[config.mk]
export PLATFORM = sky130hd
export DESIGN_NAME = clock_switch
export DESIGN_NICKNAME = d
export VERILOG_FILES = /design/src/clock_switch_pkg.sv /design/src/clock_switch.sv
export SDC_FILE = /design/constraint.sdc
export NUM_CORES = 1
export LEC_CHECK = 0
export BUFFER_PORTS_ARGS = -buffer_cell sky130_fd_sc_hd__buf_2
export CAP_MARGIN = 20
export CORE_MARGIN = 2
export CORE_UTILIZATION = 40
export DETAILED_ROUTE_END_ITERATION = 16
export PLACE_DENSITY = 0.69
export SLEW_MARGIN = 10
export SYNTH_ARGS = -nofsm -noshare
export SYNTH_HDL_FRONTEND = slang
export SYNTH_SLANG_ARGS = --single-unit
[constraint.sdc]
create_clock -name clk -period 6.7 [get_ports clk]
set_input_delay 0.335 -clock clk [delete_from_list [all_inputs] [get_ports clk]]
set_output_delay 0.335 -clock clk [all_outputs]
set_load 0.02 [all_outputs]
[src/clock_switch_pkg.sv]
// Purpose: Shared constants, types and register layout of the dynamic clock switch.
// Assumes: One 125 MHz system clock; register bus is APB with 32-bit data.
// Notes: Source codes and register offsets are fixed here and used by the block.
package clock_switch_pkg;
   // Clock rate used to turn delays into cycle counts.
   localparam real CLK_PERIOD_NS = 8.0;
   // Reset delays, in milliseconds, and their cycle counts (least times round up).
   localparam real RST_DELAY_SHORT_MS = 4.1;
   localparam real RST_DELAY_PIN_MS = 4.0;
   localparam real RST_DELAY_LONG_MS = 65.0;
   localparam int RST_DELAY_SHORT_CYC = int'($ceil(RST_DELAY_SHORT_MS * 1.0e6 / CLK_PERIOD_NS));
   localparam int RST_DELAY_PIN_CYC = int'($ceil(RST_DELAY_PIN_MS * 1.0e6 / CLK_PERIOD_NS));
   localparam int RST_DELAY_LONG_CYC = int'($ceil(RST_DELAY_LONG_MS * 1.0e6 / CLK_PERIOD_NS));
   // Source cycles counted after reset before the reset delay proper.
   localparam logic [22:0] RST_SOURCE_TICKS = 23'h00000E;
   // Register byte offsets.
   localparam logic [7:0] ADDR_SELECT = 8'h00;
   localparam logic [7:0] ADDR_COMMAND = 8'h04;
   localparam logic [7:0] ADDR_STATUS = 8'h08;
   // Command register bit positions on read.
   localparam int CSR_CCE_BIT = 7;
   localparam int CSR_BUSY_BIT = 5;
   localparam int CSR_RDY_BIT = 4;
   // Command byte encodings.
   localparam logic [7:0] CMD_UNLOCK = 8'h80;
   localparam logic [7:0] CMD_DISABLE = 8'h01;
   localparam logic [7:0] CMD_ENABLE = 8'h02;
   localparam logic [7:0] CMD_REQUEST = 8'h03;
   localparam logic [7:0] CMD_SWITCH = 8'h04;
   localparam logic [7:0] CMD_RECOVER = 8'h05;
   localparam logic [7:0] CMD_WD_AUTO = 8'h06;
   // Cycles an unlock stays armed.
   localparam logic [2:0] UNLOCK_LIFE = 3'h4;
   // Source indices; external sources are EXT and above.
   localparam logic [2:0] IDX_RC = 3'h0;
   localparam logic [2:0] IDX_WD = 3'h1;
   localparam logic [2:0] IDX_EXT = 3'h2;
   localparam logic [2:0] IDX_LF = 3'h3;
   localparam logic [2:0] IDX_XTAL = 3'h4;
   localparam logic [4:0] EXT_MASK = 5'h1C;
   // Source codes of the select field; any code with bit 3 set is the crystal.
   localparam logic [3:0] CODE_EXT = 4'h0;
   localparam logic [3:0] CODE_RC = 4'h2;
   localparam logic [3:0] CODE_WD = 4'h3;
   localparam logic [3:0] CODE_LF = 4'h6;
   localparam logic [1:0] SUT_RESERVED = 2'h3;
   // Availability count limits in source cycles.
   localparam logic [15:0] LIM_FAST = 16'h0006;
   localparam logic [15:0] LIM_258 = 16'h0102;
   localparam logic [15:0] LIM_1K = 16'h0400;
   localparam logic [15:0] LIM_16K = 16'h4000;
   localparam logic [15:0] LIM_32K = 16'h8000;
   // Clock selection register layout, read and written in bits 6:0.
   typedef struct packed {
      logic clockOutputBit;
      logic [1:0] startupTimeField;
      logic [3:0] sourceSelectField;
   } sel_reg_t;
   // Low fuse byte as seen by the block.
   typedef struct packed {
      logic resetPinDisableFuse;
      logic clockOutputFuse;
      logic [1:0] startupFuses;
      logic [3:0] sourceSelectFuses;
   } fuse_t;
   // APB request from the master.
   typedef struct packed {
      logic psel;
      logic penable;
      logic pwrite;
      logic [7:0] paddr;
      logic [31:0] pwdata;
   } apb_req_t;
   // APB answer of this slave.
   typedef struct packed {
      logic pready;
      logic pslverr;
      logic [31:0] prdata;
   } apb_rsp_t;
   typedef enum logic [1:0] {SW_IDLE, SW_DROP_OLD, SW_TAKE_NEW} switch_state_t;
   typedef enum logic [1:0] {RS_TICKS, RS_WAIT, RS_DONE} reset_state_t;
endpackage

[src/clock_switch.sv]
// Purpose: Dynamic clock switch with protected commands, availability counter and clock output.
// Assumes: Source oscillations arrive as one-cycle ticks synchronous to clk.
// Notes: The system clock gates change only on source edges so no runt pulse escapes.
`timescale 1ns/100ps

// Overview of operation
// Low-frequency crystal start-up and reset delays
// Timer may start low-frequency oscillator itself
// External clock start-up six cycles, reset delays
// External setting 00 adds 4 ms when pin fuse
// Timer may enable external clock input itself
// System clock drives output pin without crystal
// No clock on output pin during reset
// Output pin carries the divided system clock
// Source switching is glitch free
// Command register changes only after protected unlock
// Each written value launches at most one command
// Fuses copied into selection register at reset
// Commands take parameters from selection register
// Enable turns on selected source with start-up
// Enable starts availability count automatically
// Disable refused for the system clock source
// Each source latches its own enable
// Request counts source cycles to start-up limit
// Ready clears at count start, then holds
// Recover writes system source code into select
// Switch moves system clock to any source
// Software confirms new source before switching
// Unlock write precedes every command write
// Fixed command byte encodings
// Only one external source enabled at once
// Request uses code 03, unknown codes ignored
// Unlock expires after four cycles
module clock_switch #(
   parameter int DELAY_SHORT_CYC = clock_switch_pkg::RST_DELAY_SHORT_CYC,
   parameter int DELAY_PIN_CYC = clock_switch_pkg::RST_DELAY_PIN_CYC,
   parameter int DELAY_LONG_CYC = clock_switch_pkg::RST_DELAY_LONG_CYC
) (
   input wire logic clk,
   input wire logic rstn,
   input wire clock_switch_pkg::apb_req_t apbReq,
   output clock_switch_pkg::apb_rsp_t apbRsp,
   input wire clock_switch_pkg::fuse_t lowFuse,
   input wire logic [4:0] sourceTick,
   input wire logic divTick,
   input wire logic timerWantsLf,
   input wire logic timerWantsExt,
   output logic [4:0] oscEnable,
   output logic [4:0] sysGate,
   output logic clockOutPin,
   output logic clockOutOe,
   output logic wdAutoReload,
   output logic resetDone
);
   import clock_switch_pkg::*;

   // Maps a source code to {valid, index}.
   function automatic logic [3:0] codeToIdx(input logic [3:0] code);
      logic [3:0] result;
      result = 4'h0;
      if (code[3]) begin
         result = {1'b1, IDX_XTAL};
      end else begin
         case (code)
            CODE_EXT: result = {1'b1, IDX_EXT};
            CODE_RC: result = {1'b1, IDX_RC};
            CODE_WD: result = {1'b1, IDX_WD};
            CODE_LF: result = {1'b1, IDX_LF};
            default: result = 4'h0;
         endcase
      end
      return result;
   endfunction

   // Start-up count limit for a source code and start-up setting.
   function automatic logic [15:0] startLimit(input logic [3:0] code, input logic [1:0] sut);
      logic [15:0] limit;
      limit = LIM_FAST;
      if (code[3]) begin
         // Crystal: bit 0 of the code extends the start-up setting.
         case ({code[0], sut})
            3'h0, 3'h1: limit = LIM_258;
            3'h2, 3'h3, 3'h4: limit = LIM_1K;
            default: limit = LIM_16K;
         endcase
      end else if (sut == SUT_RESERVED) begin
         // Reserved setting takes the longest count to stay safe.
         limit = LIM_32K;
      end else if (code == CODE_LF) begin
         limit = (sut == 2'h2) ? LIM_32K : LIM_1K;
      end else begin
         limit = LIM_FAST;
      end
      return limit;
   endfunction

   sel_reg_t selReg; // Clock selection register.
   logic unlocked; // Change enable armed.
   logic [2:0] unlockAge; // Cycles since the unlock write.
   logic [4:0] srcEnable; // Software enables, one per source.
   logic [3:0] sysCode; // Code of the source driving the system clock.
   logic [2:0] sysIdx; // Index of that source.
   logic srcReady; // Availability ready flag.
   logic counting; // Availability count running.
   logic [2:0] countIdx; // Source being counted.
   logic [15:0] countLimit; // Latched count limit.
   logic [15:0] countValue; // Source cycles counted so far.
   switch_state_t swState; // Switch sequencer state.
   logic [2:0] swIdx; // Target source of a switch.
   logic [3:0] swCode; // Target code of a switch.
   reset_state_t rsState; // Reset delay sequencer state.
   logic [22:0] rsCount; // Reset delay counter.

   // Bus decode: a transfer completes when the registered ready is seen.
   wire apbDone = apbReq.psel & apbReq.penable & apbRsp.pready;
   wire apbWr = apbDone & apbReq.pwrite;
   wire selWrite = apbWr & (apbReq.paddr == ADDR_SELECT);
   wire cmdWrite = apbWr & (apbReq.paddr == ADDR_COMMAND);
   wire [7:0] cmdByte = apbReq.pwdata[7:0];
   wire unlockHit = cmdWrite & (cmdByte == CMD_UNLOCK);
   wire execCmd = cmdWrite & unlocked & ~unlockHit;
   wire mapped = (apbReq.paddr == ADDR_SELECT) | (apbReq.paddr == ADDR_COMMAND) | (apbReq.paddr == ADDR_STATUS);

   // Parameters of every command come from the selection register.
   wire [3:0] selDecode = codeToIdx(selReg.sourceSelectField);
   wire selValid = selDecode[3];
   wire [2:0] selIdx = selDecode[2:0];
   wire swIdle = (swState == SW_IDLE);
   // Another external source already drives the system clock.
   wire extConflict = (selIdx >= IDX_EXT) & (sysIdx >= IDX_EXT) & (sysIdx != selIdx);

   // Exclusive decode: each byte selects one operation or none.
   wire doEnable = execCmd & (cmdByte == CMD_ENABLE) & selValid & ~extConflict;
   wire doDisable = execCmd & (cmdByte == CMD_DISABLE) & selValid & (selIdx != sysIdx) & swIdle;
   wire doRequest = execCmd & (cmdByte == CMD_REQUEST) & selValid;
   wire doSwitch = execCmd & (cmdByte == CMD_SWITCH) & selValid & srcEnable[selIdx] & swIdle;
   wire doRecover = execCmd & (cmdByte == CMD_RECOVER);
   wire doWdAuto = execCmd & (cmdByte == CMD_WD_AUTO);
   wire countStart = doEnable | doRequest;

   // Next enables: an external enable drops the other externals.
   wire [4:0] enableSet = doEnable ? 5'(5'h01 << selIdx) : 5'h00;
   wire [4:0] enableKeep = (doEnable & (selIdx >= IDX_EXT)) ? ~EXT_MASK : 5'h1F;
   wire [4:0] enableDrop = doDisable ? 5'(5'h01 << selIdx) : 5'h00;
   wire [4:0] next_srcEnable = ((srcEnable & enableKeep) | enableSet) & ~enableDrop;

   // The timer may bring up a shared source when no other external runs.
   wire lfTimer = timerWantsLf & ~srcEnable[IDX_XTAL] & ~srcEnable[IDX_EXT];
   wire extTimer = timerWantsExt & ~srcEnable[IDX_XTAL] & ~srcEnable[IDX_LF] & ~lfTimer;
   wire [4:0] next_oscEnable = srcEnable | {1'b0, lfTimer, extTimer, 2'b00};

   // Fuse decode used while reset holds.
   wire [3:0] fuseDecode = codeToIdx(lowFuse.sourceSelectFuses);
   wire [2:0] fuseIdx = fuseDecode[3] ? fuseDecode[2:0] : IDX_RC;
   wire [3:0] fuseCode = fuseDecode[3] ? lowFuse.sourceSelectFuses : CODE_RC;

   // Reset delay in clk cycles for the selected source and start-up setting.
   logic [22:0] rsDelay;
   always_comb begin
      rsDelay = 23'h0;
      if (sysIdx == IDX_LF) begin
         rsDelay = (selReg.startupTimeField == 2'h0) ? 23'(DELAY_SHORT_CYC) : 23'(DELAY_LONG_CYC);
      end else if (selReg.startupTimeField == 2'h0) begin
         rsDelay = lowFuse.resetPinDisableFuse ? 23'(DELAY_PIN_CYC) : 23'h0;
      end else if (selReg.startupTimeField == 2'h1) begin
         rsDelay = 23'(DELAY_SHORT_CYC);
      end else begin
         rsDelay = 23'(DELAY_LONG_CYC);
      end
   end

   // Read data selection.
   logic [31:0] readData;
   always_comb begin
      readData = 32'h0;
      case (apbReq.paddr)
         ADDR_SELECT: readData = {25'h0, selReg};
         ADDR_COMMAND: begin
            readData[CSR_CCE_BIT] = unlocked;
            readData[CSR_BUSY_BIT] = counting;
            readData[CSR_RDY_BIT] = srcReady;
         end
         ADDR_STATUS: readData = {21'h0, resetDone, ~swIdle, srcEnable, sysCode};
         default: readData = 32'h0;
      endcase
   end

   // Clock output is allowed only after reset and with no crystal running.
   wire crystalInUse = oscEnable[IDX_XTAL] | oscEnable[IDX_LF];
   wire clockOutAllowed = resetDone & selReg.clockOutputBit & ~crystalInUse;

   // APB answer: ready one cycle into the access phase, data held with it.
   always_ff @(posedge clk) begin
      if (!rstn) begin
         apbRsp <= '0;
      end else begin
         apbRsp.pready <= apbReq.psel & apbReq.penable & ~apbRsp.pready;
         apbRsp.prdata <= readData;
         apbRsp.pslverr <= apbReq.psel & apbReq.penable & ~apbRsp.pready & ~mapped;
      end
   end

   // Unlock window: armed by the unlock write, dropped by the next access or by age.
   always_ff @(posedge clk) begin
      if (!rstn) begin
         unlocked <= 1'b0;
         unlockAge <= 3'h0;
      end else if (unlockHit) begin
         unlocked <= 1'b1;
         unlockAge <= 3'h0;
      end else if (apbDone | (unlocked & (unlockAge == UNLOCK_LIFE - 3'h1))) begin
         unlocked <= 1'b0;
      end else if (unlocked) begin
         unlockAge <= unlockAge + 3'h1;
      end
   end

   // Selection register: fuse copy at reset, then software or recover.
   always_ff @(posedge clk) begin
      if (!rstn) begin
         selReg <= {~lowFuse.clockOutputFuse, lowFuse.startupFuses, lowFuse.sourceSelectFuses};
      end else if (selWrite) begin
         selReg <= apbReq.pwdata[6:0];
      end else if (doRecover) begin
         selReg.sourceSelectField <= sysCode;
      end
   end

   // Source enables and the oscillator enable outputs.
   always_ff @(posedge clk) begin
      if (!rstn) begin
         srcEnable <= 5'(5'h01 << fuseIdx);
         oscEnable <= 5'(5'h01 << fuseIdx);
      end else begin
         srcEnable <= next_srcEnable;
         oscEnable <= next_oscEnable;
      end
   end

   // Availability counter: clears ready at start, sets it at the limit.
   always_ff @(posedge clk) begin
      if (!rstn) begin
         srcReady <= 1'b0;
         counting <= 1'b0;
         countIdx <= IDX_RC;
         countLimit <= LIM_FAST;
         countValue <= 16'h0;
      end else if (countStart) begin
         srcReady <= 1'b0;
         counting <= 1'b1;
         countIdx <= selIdx;
         countLimit <= startLimit(selReg.sourceSelectField, selReg.startupTimeField);
         countValue <= 16'h0;
      end else if (counting & sourceTick[countIdx]) begin
         if (countValue == countLimit - 16'h1) begin
            counting <= 1'b0;
            srcReady <= 1'b1;
         end else begin
            countValue <= countValue + 16'h1;
         end
      end
   end

   // Switch sequencer: old gate closes on an old edge, new opens on a new edge.
   always_ff @(posedge clk) begin
      if (!rstn) begin
         swState <= SW_IDLE;
         swIdx <= IDX_RC;
         swCode <= CODE_RC;
         sysIdx <= fuseIdx;
         sysCode <= fuseCode;
         sysGate <= 5'(5'h01 << fuseIdx);
      end else begin
         case (swState)
            SW_IDLE: begin
               if (doSwitch) begin
                  swIdx <= selIdx;
                  swCode <= selReg.sourceSelectField;
                  swState <= SW_DROP_OLD;
               end
            end
            SW_DROP_OLD: begin
               if (sourceTick[sysIdx]) begin
                  sysGate <= 5'h00;
                  swState <= SW_TAKE_NEW;
               end
            end
            SW_TAKE_NEW: begin
               if (sourceTick[swIdx]) begin
                  sysGate <= 5'(5'h01 << swIdx);
                  sysIdx <= swIdx;
                  sysCode <= swCode;
                  swState <= SW_IDLE;
               end
            end
            default: swState <= SW_IDLE;
         endcase
      end
   end

   // Reset delay: source cycles first (not for the low-frequency crystal), then clk cycles.
   always_ff @(posedge clk) begin
      if (!rstn) begin
         rsState <= RS_TICKS;
         rsCount <= 23'h0;
         resetDone <= 1'b0;
      end else begin
         resetDone <= (rsState == RS_DONE);
         case (rsState)
            RS_TICKS: begin
               if (sysIdx == IDX_LF) begin
                  rsState <= RS_WAIT;
               end else if (sourceTick[sysIdx]) begin
                  if (rsCount == RST_SOURCE_TICKS - 23'h1) begin
                     rsCount <= 23'h0;
                     rsState <= RS_WAIT;
                  end else begin
                     rsCount <= rsCount + 23'h1;
                  end
               end
            end
            RS_WAIT: begin
               if (rsCount >= rsDelay) begin
                  rsState <= RS_DONE;
               end else begin
                  rsCount <= rsCount + 23'h1;
               end
            end
            RS_DONE: rsState <= RS_DONE;
            default: rsState <= RS_TICKS;
         endcase
      end
   end

   // Clock output pin follows the prescaled system clock ticks.
   always_ff @(posedge clk) begin
      if (!rstn) begin
         clockOutPin <= 1'b0;
         clockOutOe <= 1'b0;
         wdAutoReload <= 1'b0;
      end else begin
         clockOutOe <= clockOutAllowed;
         clockOutPin <= clockOutAllowed & (divTick ? ~clockOutPin : clockOutPin);
         wdAutoReload <= wdAutoReload | doWdAuto;
      end
   end
endmodule

# Yosys cells after proc, flatten, opt, wreduce, memory -nomap -nowiden
# Index checks and enable logic that the tools add are counted.
[totals] ff_bits=142 inputBits=61 output_inout_bits=48 wordCells=247
[op_classes] addsub=4 magnitude_cmp=7 eq_ne=48 shifts=3 muxes=67 bitwise_logic=64 reduce_logical=26
[op_table] operator="23-bit two-way mux" count=8
[op_table] operator="16-bit two-way mux" count=4
[op_table] operator="23-bit case mux with 2 select lines" count=1
[op_table] operator="5-bit two-way mux" count=8
[op_table] operator="1-bit bitwise AND" count=38
[op_table] operator="8-bit by 3-bit equality test with 1-bit output (second input constant)" count=4
[op_table] operator="4-bit two-way mux" count=8
[op_table] operator="4-bit case mux with 4 select lines" count=2
[op_table] operator="15-bit case mux with 2 select lines" count=1
[op_table] operator="23-bit by 1-bit adder with 23-bit output (second input constant)" count=1
[op_table] operator="23-bit by 4-bit equality test with 1-bit output (second input constant)" count=1
[op_table] operator="23-bit >= comparator" count=1
[op_table] operator="19-bit two-way mux" count=1
[op_table] operator="2-bit case mux with 3 select lines" count=3
[op_table] operator="16-bit by 1-bit adder with 16-bit output (second input constant)" count=1
[op_table] operator="16-bit equality test" count=1
[op_table] operator="4-bit by 2-bit equality test with 1-bit output (second input constant)" count=4
[op_table] operator="8-bit by 2-bit equality test with 1-bit output (second input constant)" count=2
[op_table] operator="3-bit by 4-bit < comparator with 1-bit output (second input constant)" count=4
[op_table] operator="16-bit by 1-bit subtractor with 16-bit output (second input constant)" count=1
[op_table] operator="3-bit two-way mux" count=5
[op_table] operator="1-bit inverter" count=15
[op_table] operator="1-bit by 3-bit left shift with 5-bit output (first input constant)" count=3
[op_table] operator="2-bit two-way mux" count=7
[op_table] operator="other kinds (37)" count=95

# Logic depth before layout (Yosys ltp)
[logic_depth] word_depth=16 mapped_depth=15

# Least setup slack after synthesis
# Ideal clock, no wire load.
[synth_timing] path_type="flip-flop to flip-flop" from="reg, netlist name sysCode[3]" to="reg rsCount[17]" arrival_time_ns=2.899 slack_ns=3.671 stages_incl_launch_ff=13 n_path_buf=2 path_cell_list="edfxtp_1 > and3b_1 > xnor2_1 > or2_2 > ha_1 > maj3_2 > a211o_1 > a2111oi_4 > a31oi_1 > buf_2 > buf_2 > o211ai_1 > o41ai_1"
[synth_rtl] element="to (signal assigned)" line="clock_switch.sv:318" text="rsCount <= rsCount + 23'h1;"
[synth_rtl] element="to (signal assigned)" line="clock_switch.sv:326" text="rsCount <= rsCount + 23'h1;"
[synth_rtl] element="to (decl)" line="clock_switch.sv:112" text="logic [22:0] rsCount;"

==> flow_summary_export.csv <==
group,metric,value,unit
timing,tightest_slew,1.095,ns
finish,final_common_cell,"dfxtp_1",
cts,cts_tree,"built",
finish,nets,874,
timing,skew,0.008838,ns
timing,period_needed,3.607,ns
timing,finalWorstSetupSlack,3.093,ns
min_path,min_to,"apbRsp[33]$_SDFF_PN0_",
critical_path,worst-r2r-cell-count,11,
detailed_routing,vias,5566,
min_path,hp-start,"apbReq[41]",
placed_design,gp_congestion,0.8785,
job,drv_cap,0,
grt,grt_pass1_vias,4986,
finish,final_cell_mix,"dfxtp_1 (91), nor2_1 (83), buf_2 (63), nand2_1 (62), o21ai_0 (40)",
cts,cts_resized,0,
critical_path,arrival,3.90,ns
cts,cts_buffers,9,
cts,clkTransAtPathRegs,0.08,ns
cts,cts-htree-levels,3,
synth,yosysSeqAreaShare,37.33,%
min_path,holdPathStages,3,
critical_path,reg2reg_slack,3.09,ns
critical_path,criticalPathCategory,"reg2reg",
placed_design,place_hpwl,11240,um
critical_path,required,6.99,ns
timing,post-route-period-util,53.84,%
pwr,peakVddDrop,0.1281,mV
detailed_routing,drt-initial-drc-count,460,
cts,cts_sinks,109,
pwr,power.density,225.2,nW/um^2
timing,setup_violations,0,
cts,cts_buffer_depth,2,
grt,grt_max_degree,61,
finish,n_antenna_cell,0,
placed_design,io_buffers,63,
die,design.core.area,15310,um^2
cts,postCtsHoldBufs,0,
synth,synth-edff-count,18,
critical_path,endpoint_kind,"flop",
timing,hold_viol_final,0,
synth,ys_warn_count,0,
min_path,hold_path.class,"in2reg",
cts,root_buffer,"clkbuf_16",
die,dieArea,16840,um^2
synth,netlist_area,6329,um^2
detailed_routing,ant_nets,0,
timing,tns,0,ns
placed_design,place_area,6709,um^2
grt,grt_antenna_before_repair,0,
die,initial_core_util,41.32,%
synth,synth_area_per_cell,8.393,um^2
timing,rsz0062_at_grt,"false",
detailed_routing,drcViolationCount,0,
synth,ys_types,71,
synth,synthFlopType,"dfxtp_1",
cts,clk_latency,0.36,ns
pwr,power,0.001582,W
detailed_routing,wirelength,15780,um
grt,grt_pass1_wl,25420,um
detailed_routing,viasPerCell,5.505,
die,die_y,129.8,um
finish,final_cell_area,7024,um^2
critical_path,r2r_end,"rsCount[21]$_SDFFE_PN0P_",
synth,synth-seq-cells,109,
finish,syn2layout_area_growth,10.99,%
timing,slew_violations,0,
detailed_routing,avgRoutedWirePerCell,15.60,um
grt,grt_util_all_layers,18.95,%
pwr,p_leak,2.783,nW
run_status,outcome,"completed",
die,pin_count,109,
detailed_routing,drt_pass1_iterations,5,
finish,drive_gt1_share,12.88,%
finish,fill_cells,1565,
timing,max_freq,277.2,MHz
die,rows,45,
die,fp.dieW,129.8,um
critical_path,critPathLaunchType,"flop",
synth,syn-instance-count,754,
timing,slew-limit-headroom,26.30,%
cts,post-cts-setup-buffer-count,0,
placed_design,dpl_worst_slack,3.131,ns
critical_path,reg2reg_from,"sysCode[3]$_DFFE_PP_",
timing,hold_ws,0.2334,ns
grt,grt-ovfl-total,0,
synth,ys_async_sr_fraction,0,%
critical_path,critPathMaxFanout,29,
[sequential cells by signal, indices dropped and copies added, names as in the netlist, 2 cells and up]
name / cells
rsCount: 23
countValue: 16
sysIdx: 2
sysCode: 4
swCode: 3
countIdx: 3
oscEnable: 5
swIdx: 3
srcEnable: 5
apbRsp: 13
swState: 2
rsState: 2
sysGate: 5
selReg: 7
countLimit: 6
unlockAge: 3
[logic make-up after synthesis]
| logic type | share of synthesized area, % |
|---|---|
| simple gates | 24.99 |
| compound gates | 17.16 |
| flops | 37.33 |
| buf+inv | 7.038 |
| mux | 5.516 |
| xor+xnor | 4.013 |
| fa+ha+maj | 3.895 |
| other cells | 0.05926 |
[cells in the mapped netlist, drive strengths merged, types with 18 or more instances]
cell type / instances / area, um^2
a21oi: 37 / 185.2
inv: 33 / 123.9
nor3: 20 / 105.1
xnor2: 19 / 166.4
o21ai: 40 / 200.2
nand3: 36 / 180.2
clkbuf: 24 / 90.09
buf: 34 / 227.7
o211ai: 21 / 162.6
ha: 18 / 225.2
edfxtp: 18 / 540.5
nand2: 62 / 232.7
dfxtp: 91 / 1822
mux2i: 27 / 270.3
nor2: 84 / 317.8
[through the flow]
stage | std cells | utilization, %
2_1_floorplan | 774 | -
3_3_place_gp | 995 | 43.81
3_5_place_dp | 995 | 43.81
4_1_cts | 1011 | 45.87
5_1_grt | 1011 | 45.87
6_report | 1011 | 45.87
[critical path, stage by stage (launching register included)]
cell       delay (ns)
edfxtp_1         0.61
and3b_1          0.27
xnor2_1          0.13
or2_2            0.31
ha_1             0.22
maj3_2           0.29
a211o_1          0.33
a2111oi_4        0.41
a31oi_2          0.13
buf_4            0.25
or4_1            0.42
a21oi_1          0.15
[per-layer routing]
layer  part of all wire [%]  track usage, %  vias up
met2                     45           28.89      184
met5                      0               0        -
met3                    5.8           3.772       12
met1                     48           27.75     2611
met4                    1.0           4.238        0
li1                       -               -     2759
[how the worst max path moves through the flow]
stage | start | endpoint | slack, ns | depth (start not counted)
2_1_floorplan | sysCode[3]$_DFFE_PP_ | rsCount[17]$_SDFFE_PN0P_ | 3.67 | 12
3_3_place_gp | sysCode[3]$_DFFE_PP_ | rsCount[21]$_SDFFE_PN0P_ | 3.14 | 11
3_5_place_dp | sysCode[3]$_DFFE_PP_ | rsCount[21]$_SDFFE_PN0P_ | 3.13 | 11
4_1_cts | sysCode[3]$_DFFE_PP_ | rsCount[21]$_SDFFE_PN0P_ | 3.11 | 11
5_1_grt | sysCode[3]$_DFFE_PP_ | rsCount[21]$_SDFFE_PN0P_ | 2.87 | 11
6_report | sysCode[3]$_DFFE_PP_ | rsCount[21]$_SDFFE_PN0P_ | 3.09 | 11
[area by class of cell]
class                      instances  area [um^2]  area share (%)
sequential                       109         2362           33.63
clock inverter                     5        82.58           1.176
multi-input combinational        573         3602           51.28
tap                              211        264.0           3.758
timing repair buffer              68        352.8           5.023
clock buffer                      11        232.7           3.313
inverter                          34        127.6           1.817
[power breakdown]
group	switching, W	internal, W
clock network	0.000248	0.000331
logic	0.000188	0.0000976
registers	0.0000304	0.000687
No activity file was read; power rests on OpenSTA's default activity.
